==> config.mk <==
export PLATFORM = sky130hd
export DESIGN_NAME = tbw_timer
export DESIGN_NICKNAME = d
export VERILOG_FILES = /design/src/tbw_pkg.sv /design/src/tbw_timer.sv
export SDC_FILE = /design/constraint.sdc
export NUM_CORES = 1
export LEC_CHECK = 0
export BUFFER_PORTS_ARGS = -buffer_cell sky130_fd_sc_hd__clkbuf_2
export CAP_MARGIN = 10
export CELL_PAD_IN_SITES_DETAIL_PLACEMENT = 1
export CELL_PAD_IN_SITES_GLOBAL_PLACEMENT = 2
export CORE_ASPECT_RATIO = 0.5
export CORE_MARGIN = 3
export CORE_UTILIZATION = 35
export CTS_BUF_LIST = sky130_fd_sc_hd__clkbuf_4 sky130_fd_sc_hd__clkbuf_8
export CTS_CLUSTER_SIZE = 16
export DETAILED_ROUTE_END_ITERATION = 8
export GPL_ROUTABILITY_DRIVEN = 0
export PLACE_DENSITY_LB_ADDON = 0.08
export SLEW_MARGIN = 25
export SYNTH_ARGS = -nofsm -noshare
export SYNTH_HDL_FRONTEND = slang
export SYNTH_SLANG_ARGS = --single-unit
==> constraint.sdc <==
create_clock -name core_clk -period 1.7 [get_ports core_clk]
set_input_delay 0.17 -clock core_clk [delete_from_list [all_inputs] [get_ports core_clk]]
set_output_delay 0.17 -clock core_clk [all_outputs]
set_load 0.02 [all_outputs]
==> src/tbw_pkg.sv <==
// Constants, register map and bus carrier for the timebase/watchdog/capture.
// Assumes a byte-wide register port; the core clock is the oscillator.
package tbw_pkg;

    // Register byte addresses
    localparam logic [7:0] CSR_ADDR = 8'h0B;
    localparam logic [7:0] CAP_ADDR = 8'h0C;

    // Control/status bit positions
    localparam int CSR_CAP_IE = 7;
    localparam int CSR_CAP_FLAG = 6;
    localparam int CSR_PERIOD_SEL = 5;
    localparam int CSR_TB_IE = 4;
    localparam int CSR_TB_FLAG = 3;
    localparam int CSR_FORCE_RST = 2;
    localparam int CSR_WDG_EN = 1;
    localparam int CSR_WDG_DELAY = 0;

    // Reset values
    localparam logic [7:0] CSR_RESET = 8'h00;
    localparam logic [7:0] CAP_RESET = 8'h00;
    localparam logic [7:0] CNT_RESET = 8'h00;

    // Timing: oscillator cycles per count, last count before wrap
    localparam int PRESCALE_DEF = 32;
    localparam logic [7:0] CNT_WRAP = 8'hF9;
    // Short period in oscillator cycles, long period is twice that
    localparam int TB_PERIOD_OSC = 8000;
    localparam int TB_LONG_OSC = 16000;
    // Watchdog period of 2 ms nominal, in counter overflows
    localparam logic [1:0] WDG_OVFS = 2'h2;
    // Delay before the watchdog resumes after wake from halt
    localparam int HALT_RESUME_CYC = 256;

    typedef struct packed {
        logic wr;
        logic rd;
        logic [7:0] addr;
        logic [7:0] wdata;
    } tbw_bus_type;

endpackage : tbw_pkg

==> src/tbw_timer.sv <==
// Timebase counter, watchdog and input capture with a byte register port.
// Assumes all inputs are synchronous to core_clk, which is the oscillator.
//
// Contract
// Counter starts at zero, counts every 32 clocks
// Overflow when counter wraps from F9h to 00h
// Period select doubles timebase period to 16000
// Timebase sets flag, irq if enabled, read clears
// Writes never change the timebase flag
// Enabled watchdog resets after 2ms without delay
// Hardware clears delay bit each watchdog period
// Period counts from reset; late enable resets
// Software enables early or sets delay first
// Force bit with watchdog enabled resets device
// Status reads 1 after watchdog reset
// Leftover status bit resets on next enable
// Hardware option keeps watchdog always active
// Halt stops counter and watchdog resets
// Wake resumes watchdog after 256 clocks
// Reset-on-halt option resets on halt entry
// Software refreshes watchdog before halt
// Capture edge latches counter, sets flag, irq
// Set flag blocks captures; read clears it
// Software reads capture once at init
// Counter runs except in halt; no halt wake (here the counter also stays frozen during the 256-clock wake delay)
// Two separate gated interrupt outputs
//
// Design decision made here: the plain strobed port.
`timescale 1ns/1ps
module tbw_timer #(
    parameter int PRESCALE = tbw_pkg::PRESCALE_DEF
) (
    input wire logic core_clk,
    input wire logic rst,
    input wire logic low_voltage_reset,
    input wire tbw_pkg::tbw_bus_type bus,
    output logic [7:0] rd_data,
    input wire logic capture_input_pin,
    input wire logic hw_watchdog_opt,
    input wire logic reset_on_halt_opt,
    input wire logic halt_enter,
    input wire logic ext_wake,
    output logic timebase_irq,
    output logic capture_irq,
    output logic watchdog_reset
);

    localparam int PW = $clog2(PRESCALE);
    localparam int RW = $clog2(tbw_pkg::HALT_RESUME_CYC + 1);

    function automatic logic hit(input tbw_pkg::tbw_bus_type b,
                                 input logic [7:0] a);
        hit = (b.addr == a);
    endfunction : hit

    logic csr_wr;
    logic csr_rd;
    logic cap_rd;
    assign csr_wr = bus.wr && hit(bus, tbw_pkg::CSR_ADDR);
    assign csr_rd = bus.rd && hit(bus, tbw_pkg::CSR_ADDR);
    assign cap_rd = bus.rd && hit(bus, tbw_pkg::CAP_ADDR);

    logic [PW-1:0] pre_reg;
    logic [7:0] cnt_reg;
    logic halted_reg;
    logic [RW-1:0] resume_reg;
    logic ovf_odd_reg;
    logic cap_ie_reg;
    logic cap_flag_reg;
    logic period_sel_reg;
    logic tb_ie_reg;
    logic tb_flag_reg;
    logic force_flag_reg;
    logic wdg_en_reg;
    logic wdg_delay_reg;
    logic rd_seen_reg;
    logic expired_reg;
    logic active_prev_reg;
    logic [1:0] wdg_ovf_reg;
    logic [7:0] cap_reg;
    logic pin_prev_reg;
    logic [7:0] rd_data_reg;
    logic tb_irq_reg;
    logic cap_irq_reg;
    logic wdg_rst_reg;

    logic running;
    logic tick;
    logic ovf;
    logic tb_event;
    logic wdg_active;
    logic period_end;
    logic delay_wr;
    logic enable_edge;
    logic cap_edge;
    logic wdg_fire;

    // Counter frozen in halt and while the wake delay runs
    assign running = !halted_reg && (resume_reg == '0);
    assign tick = running && (pre_reg == PW'(PRESCALE - 1));
    assign ovf = tick && (cnt_reg == tbw_pkg::CNT_WRAP);
    assign tb_event = ovf && (!period_sel_reg || ovf_odd_reg);
    assign wdg_active = hw_watchdog_opt || wdg_en_reg;
    assign period_end = ovf && (wdg_ovf_reg == tbw_pkg::WDG_OVFS - 2'h1);
    assign delay_wr = csr_wr && bus.wdata[tbw_pkg::CSR_WDG_DELAY];
    assign enable_edge = wdg_active && !active_prev_reg;
    assign cap_edge = (capture_input_pin != pin_prev_reg);

    always_comb begin
        wdg_fire = 1'b0;
        if (period_end && !wdg_delay_reg && wdg_active) begin
            wdg_fire = 1'b1;
        end
        if (expired_reg && wdg_active) begin
            wdg_fire = 1'b1;
        end
        if (enable_edge && force_flag_reg) begin
            wdg_fire = 1'b1;
        end
        if (csr_wr && bus.wdata[tbw_pkg::CSR_FORCE_RST] && wdg_active) begin
            wdg_fire = 1'b1;
        end
        if (halt_enter && reset_on_halt_opt && wdg_active) begin
            wdg_fire = 1'b1;
        end
    end

    // Prescaler and 8-bit counter
    always_ff @(posedge core_clk or posedge rst) begin
        if (rst) begin
            pre_reg <= '0;
            cnt_reg <= tbw_pkg::CNT_RESET;
        end else if (running) begin
            pre_reg <= tick ? '0 : pre_reg + PW'(1);
            if (ovf) begin
                cnt_reg <= 8'h00;
            end else if (tick) begin
                cnt_reg <= cnt_reg + 8'h01;
            end
        end
    end

    // Halt entry, wake and the resume delay
    always_ff @(posedge core_clk or posedge rst) begin
        if (rst) begin
            halted_reg <= 1'b0;
            resume_reg <= '0;
        end else if (halted_reg) begin
            if (ext_wake) begin
                halted_reg <= 1'b0;
                resume_reg <= RW'(tbw_pkg::HALT_RESUME_CYC);
            end
        end else if (halt_enter && !(reset_on_halt_opt && wdg_active)) begin
            halted_reg <= 1'b1;
        end else if (resume_reg != '0) begin
            resume_reg <= resume_reg - RW'(1);
        end
    end

    // Timebase flag and period phase
    always_ff @(posedge core_clk or posedge rst) begin
        if (rst) begin
            ovf_odd_reg <= 1'b0;
            tb_flag_reg <= 1'b0;
        end else begin
            if (ovf) begin
                ovf_odd_reg <= !ovf_odd_reg;
            end
            // Set beats the read clear; writes leave the flag alone
            if (tb_event) begin
                tb_flag_reg <= 1'b1;
            end else if (csr_rd) begin
                tb_flag_reg <= 1'b0;
            end
        end
    end

    // Software control bits
    always_ff @(posedge core_clk or posedge rst) begin
        if (rst) begin
            cap_ie_reg <= tbw_pkg::CSR_RESET[tbw_pkg::CSR_CAP_IE];
            period_sel_reg <= tbw_pkg::CSR_RESET[tbw_pkg::CSR_PERIOD_SEL];
            tb_ie_reg <= tbw_pkg::CSR_RESET[tbw_pkg::CSR_TB_IE];
            wdg_en_reg <= tbw_pkg::CSR_RESET[tbw_pkg::CSR_WDG_EN];
        end else if (csr_wr) begin
            cap_ie_reg <= bus.wdata[tbw_pkg::CSR_CAP_IE];
            period_sel_reg <= bus.wdata[tbw_pkg::CSR_PERIOD_SEL];
            tb_ie_reg <= bus.wdata[tbw_pkg::CSR_TB_IE];
            wdg_en_reg <= bus.wdata[tbw_pkg::CSR_WDG_EN];
        end
    end

    // Watchdog period, delay bit and late-enable tracking
    always_ff @(posedge core_clk or posedge rst) begin
        if (rst) begin
            wdg_ovf_reg <= 2'h0;
            wdg_delay_reg <= tbw_pkg::CSR_RESET[tbw_pkg::CSR_WDG_DELAY];
            expired_reg <= 1'b0;
            active_prev_reg <= 1'b0;
        end else begin
            active_prev_reg <= wdg_active;
            // Setting the delay restarts the period so 2 ms are granted
            if (delay_wr) begin
                wdg_ovf_reg <= 2'h0;
                wdg_delay_reg <= 1'b1;
                expired_reg <= 1'b0;
            end else if (period_end) begin
                wdg_ovf_reg <= 2'h0;
                wdg_delay_reg <= 1'b0;
                if (!wdg_delay_reg && !wdg_active) begin
                    expired_reg <= 1'b1;
                end
            end else if (ovf) begin
                wdg_ovf_reg <= wdg_ovf_reg + 2'h1;
            end
        end
    end

    // Reset status survives the device reset, cleared by low voltage or by a write of 0 after a read
    always_ff @(posedge core_clk or posedge low_voltage_reset) begin
        if (low_voltage_reset) begin
            force_flag_reg <= 1'b0;
            rd_seen_reg <= 1'b0;
        end else begin
            if (csr_rd) begin
                rd_seen_reg <= 1'b1;
            end else if (csr_wr) begin
                rd_seen_reg <= 1'b0;
            end
            if (wdg_fire) begin
                force_flag_reg <= 1'b1;
            end else if (csr_wr && rd_seen_reg &&
                         !bus.wdata[tbw_pkg::CSR_FORCE_RST]) begin
                force_flag_reg <= 1'b0;
            end
        end
    end

    // Input capture
    always_ff @(posedge core_clk or posedge rst) begin
        if (rst) begin
            pin_prev_reg <= 1'b0;
            cap_reg <= tbw_pkg::CAP_RESET;
            cap_flag_reg <= tbw_pkg::CSR_RESET[tbw_pkg::CSR_CAP_FLAG];
        end else begin
            pin_prev_reg <= capture_input_pin;
            // A pending flag blocks the capture, so no set/clear clash
            if (cap_edge && !cap_flag_reg) begin
                cap_reg <= cnt_reg;
                cap_flag_reg <= 1'b1;
            end else if (cap_rd) begin
                cap_flag_reg <= 1'b0;
            end
        end
    end

    // Read data, one cycle after the strobe; counter is never visible
    always_ff @(posedge core_clk or posedge rst) begin
        if (rst) begin
            rd_data_reg <= 8'h00;
        end else if (csr_rd) begin
            rd_data_reg <= {cap_ie_reg, cap_flag_reg, period_sel_reg,
                            tb_ie_reg, tb_flag_reg, force_flag_reg,
                            wdg_en_reg, wdg_delay_reg};
        end else if (cap_rd) begin
            rd_data_reg <= cap_reg;
        end else begin
            rd_data_reg <= 8'h00;
        end
    end

    // Interrupt requests and watchdog reset pulse
    always_ff @(posedge core_clk or posedge rst) begin
        if (rst) begin
            tb_irq_reg <= 1'b0;
            cap_irq_reg <= 1'b0;
            wdg_rst_reg <= 1'b0;
        end else begin
            tb_irq_reg <= tb_flag_reg && tb_ie_reg;
            cap_irq_reg <= cap_flag_reg && cap_ie_reg;
            wdg_rst_reg <= wdg_fire;
        end
    end

    assign rd_data = rd_data_reg;
    assign timebase_irq = tb_irq_reg;
    assign capture_irq = cap_irq_reg;
    assign watchdog_reset = wdg_rst_reg;
endmodule : tbw_timer

==> run_results.csv <==
group,metric,value,unit
setup_path,cp_max_fo,7,
logic_synthesis,synth-edff-count,0,
outcome,status,"finished with violations",
logic_synthesis,synth-seq-cells,57,
logic_synthesis,yosys.area.top_type,"dfrtp_1",
cells_and_area,multiInputGateArea,1190,sq um
die,dieHeight,66.7,um
global_routing,grt_max_degree,56,
sta,rsz0062_at_grt,"yes",
routing,drc_errors,0,
logic_synthesis,synth_area,2580,sq um
sta,skew,0.00573,ns
logic_synthesis,synth.distinct_cells,41,
routing,drt_iter0_drc,69,
cts,clock_path_buffers,2,
setup_path,critPathSlowestCell,"dfrtp_1",
cts,cts_sinks,57,
logic_synthesis,yosysMostFrequentCell,"dfrtp_1",
outcome,violations,"setup timing",
placement,placed_cell_area,3170,sq um
global_routing,grtUsageTotal,16.7,%
logic_synthesis,synth_common_cells,"dfrtp_1 (57), nor2_1 (21), o21ai_0 (15), inv_1 (14)",
cts,htree_levels,3,
logic_synthesis,synth_ff_type,"dfrtp_1",
cts,cts_tree,"yes",
setup_path,worst_path_largest_cell_delay,0.36,ns
routing,vias_per_cell,5.03,
cells_and_area,area_delta_synth_final,37.4,%
cells_and_area,num_antenna_cells,0,
setup_path,critPathArrivalTime,2.04,ns
sta,fin_crit_sh,105,%
global_routing,grt_first_pass_wirelength,10.8,mm
routing,routed-via-count,2093,
die,start_util,37.3,%
die,dieArea,8490,sq um
setup_path,cp.required,1.96,ns
sta,timing.fmax,562,MHz
cts,insertion_delay,0.34,ns
pwr,vdd_drop_max,0.324,mV
placement,post-dp-hpwl,4.51,mm
logic_synthesis,yosysTopAreaCellShare,55.4,%
setup_path,cp_top_family,"simple AND/OR/NAND/NOR gates",
global_routing,grt_pass1_vias,2273,
sta,finalSetupViolations,8,
die,coreArea,6910,sq um
logic_synthesis,synth_fp_nets,265,
setup_path,crit_chain,"ha_2 > and3_4 > ha_4 > nand4_1 > buf_6 > or3_1 > o21ai_1",
pwr,power.total,3.62,mW
setup_path,cp_num_buf_inv,1,
run,drv_cap,0,
logic_synthesis,seq_area_frac_synth,55.4,%
die,die_w,127,um
logic_synthesis,yosys-top-cells-area,"dfrtp_1 (55%), mux2_2 (5.7%), a22o_1 (3.1%)",
global_routing,grt.overflow.total,0,
cells_and_area,fin_area,3540,sq um
cts,cts_buffers,9,
logic_synthesis,async_flop_share,100,%
sta,slew_viol_final,0,
sta,slew_headroom,76.4,%
placement,io_buffers,34,
cells_and_area,drive_gt1_share,41.0,%
setup_path,worst_setup_path_end_kind,"register",
logic_synthesis,synth_cells,233,
sta,fin_crit,1.78,ns
pwr,powerDensity,1020,nW/um^2
cells_and_area,seq_area,1430,sq um
pwr,cellLeakagePower,1.71,nW
sta,worst_pin_slew,0.352,ns
routing,ant_nets,0,
logic_synthesis,syn_area_per_cell,11.1,sq um
global_routing,antenna_found_initial,0,
sta,timing.final.ws_setup,-0.0786,ns
cts,cts_root_buf,"clkbuf_8",
sta,hold_violations,0,
cts,path_clk_slew,0.06,ns
routing,routed_wirelength,6.31,mm
logic_synthesis,synth_warnings,0,
die,row_count,21,
routing,drt-pass1-iter-count,5,
cells_and_area,fill_cells,763,
setup_path,setup.worst_path.class,"register to register",
cells_and_area,largest_reg_flops,9,
die,pin_count,37,
routing,wl_per_cell,15.2,um
setup_path,cp-start-kind,"register",
cells_and_area,finalNetCount,351,
hold_path,hold_path.class,"primary input to register",
path summary, 6_finish.rpt:
path,endpoint,slack [ns],from,cells after the start
worst max register to register,cnt_reg[1],-0.08,pre_reg[0],7
max in group asynchronous,cnt_reg[0],1.03,rst,4
min in group asynchronous,rd_seen_reg,0.23,low_voltage_reset,3
worst min register to register,ovf_odd_reg,0.48,ovf_odd_reg,1
worst max-delay path,cnt_reg[1],-0.08,pre_reg[0],7
worst min-delay path,cap_ie_reg,0.06,bus[7],2
layout by cell type, fill, tap and decap left out, types with 3 or more instances in the layout:
| cell type | Yosys | layout |
|---|---|---|
| o21ai_1 | 0 | 6 |
| nand3_1 | 7 | 5 |
| a21oi_1 | 6 | 4 |
| inv_2 | 0 | 3 |
| nor3_1 | 6 | 4 |
| o21ai_0 | 15 | 9 |
| ha_1 | 6 | 3 |
| buf_4 | 0 | 38 |
| clkbuf_2 | 1 | 34 |
| nand2_1 | 13 | 12 |
| nor2_1 | 21 | 20 |
| clkinv_2 | 0 | 3 |
| or3_1 | 4 | 3 |
| inv_1 | 14 | 11 |
| dlygate4sd3_1 | 0 | 3 |
| xor2_1 | 6 | 6 |
| a22o_1 | 9 | 9 |
| and2_1 | 4 | 4 |
| nand4_1 | 7 | 7 |
| a31oi_1 | 6 | 5 |
| dfrtp_1 | 57 | 56 |
| buf_6 | 0 | 4 |
| clkbuf_8 | 0 | 11 |
| mux2_2 | 13 | 13 |
| a21o_1 | 3 | 3 |
through the flow:
step / setup slack [ns] / hold WS, ns / setup TNS [ns] / cells / util [%]
floorplan: 0.00449 / -0.0888 / 0 / 233 / -
global placement: -0.183 / 0.00878 / -1.41 / 392 / 45.8
detailed placement: -0.195 / 0.0133 / -1.80 / 392 / 45.8
CTS: -0.0349 / 0.0450 / -0.0883 / 413 / 49.7
global route: -0.170 / 0.0582 / -1.91 / 416 / 51.2
finish: -0.0786 / 0.0621 / -0.310 / 416 / 51.2
report_power, final:
group | leakage [nW] | total [mW] | switching, mW | internal (mW)
Combinational | 0.872 | 0.888 | 0.420 | 0.467
Clock | 0.0911 | 1.13 | 0.530 | 0.599
Sequential | 0.746 | 1.60 | 0.118 | 1.49
Total | 1.71 | 3.62 | 1.07 | 2.55
metal layers:
layer  part of all wire, %  vias to the layer above  GRT usage [%]
met5                     0                        -              0
met4                   1.4                        0           6.42
met3                   3.7                       10           5.20
met2                    48                       31           28.4
met1                    47                     1047           20.0
li1                      -                     1005              -
kinds of logic (layout without fill, tap and decap cells):
kind of cell | Yosys count | in the layout | share of synthesized area [%]
AND/OR/NAND/NOR | 79 | 79 | 16.5
flip-flops | 57 | 57 | 55.4
AO/OA/AOI/OAI | 49 | 49 | 13.4
buffers and inverters | 20 | 111 | 3.06
multiplexers | 14 | 14 | 6.07
XOR/XNOR | 8 | 8 | 2.72
adder cells (fa/ha/maj) | 6 | 6 | 2.91
area by class of cell:
| cell class | count | share of cell area (%) |
|---|---|---|
| tap | 92 | 3.25 |
| sequential | 57 | 40.3 |
| timing repair buffer | 81 | 16.1 |
| multi-input combinational | 156 | 33.7 |
| clock buffer | 11 | 4.28 |
| inverter | 14 | 1.48 |
| clock inverter | 5 | 0.848 |
timing repair:
action / CTS / global route
pin swaps: 5 / 14
setup buffers: 2 / 3
hold buffers: 3 / 0
gates resized for setup: 12 / 23
hold endpoints to repair: 58 / 0
setup endpoints to repair: 21 / 24
(Power assumes the default switching activity.)
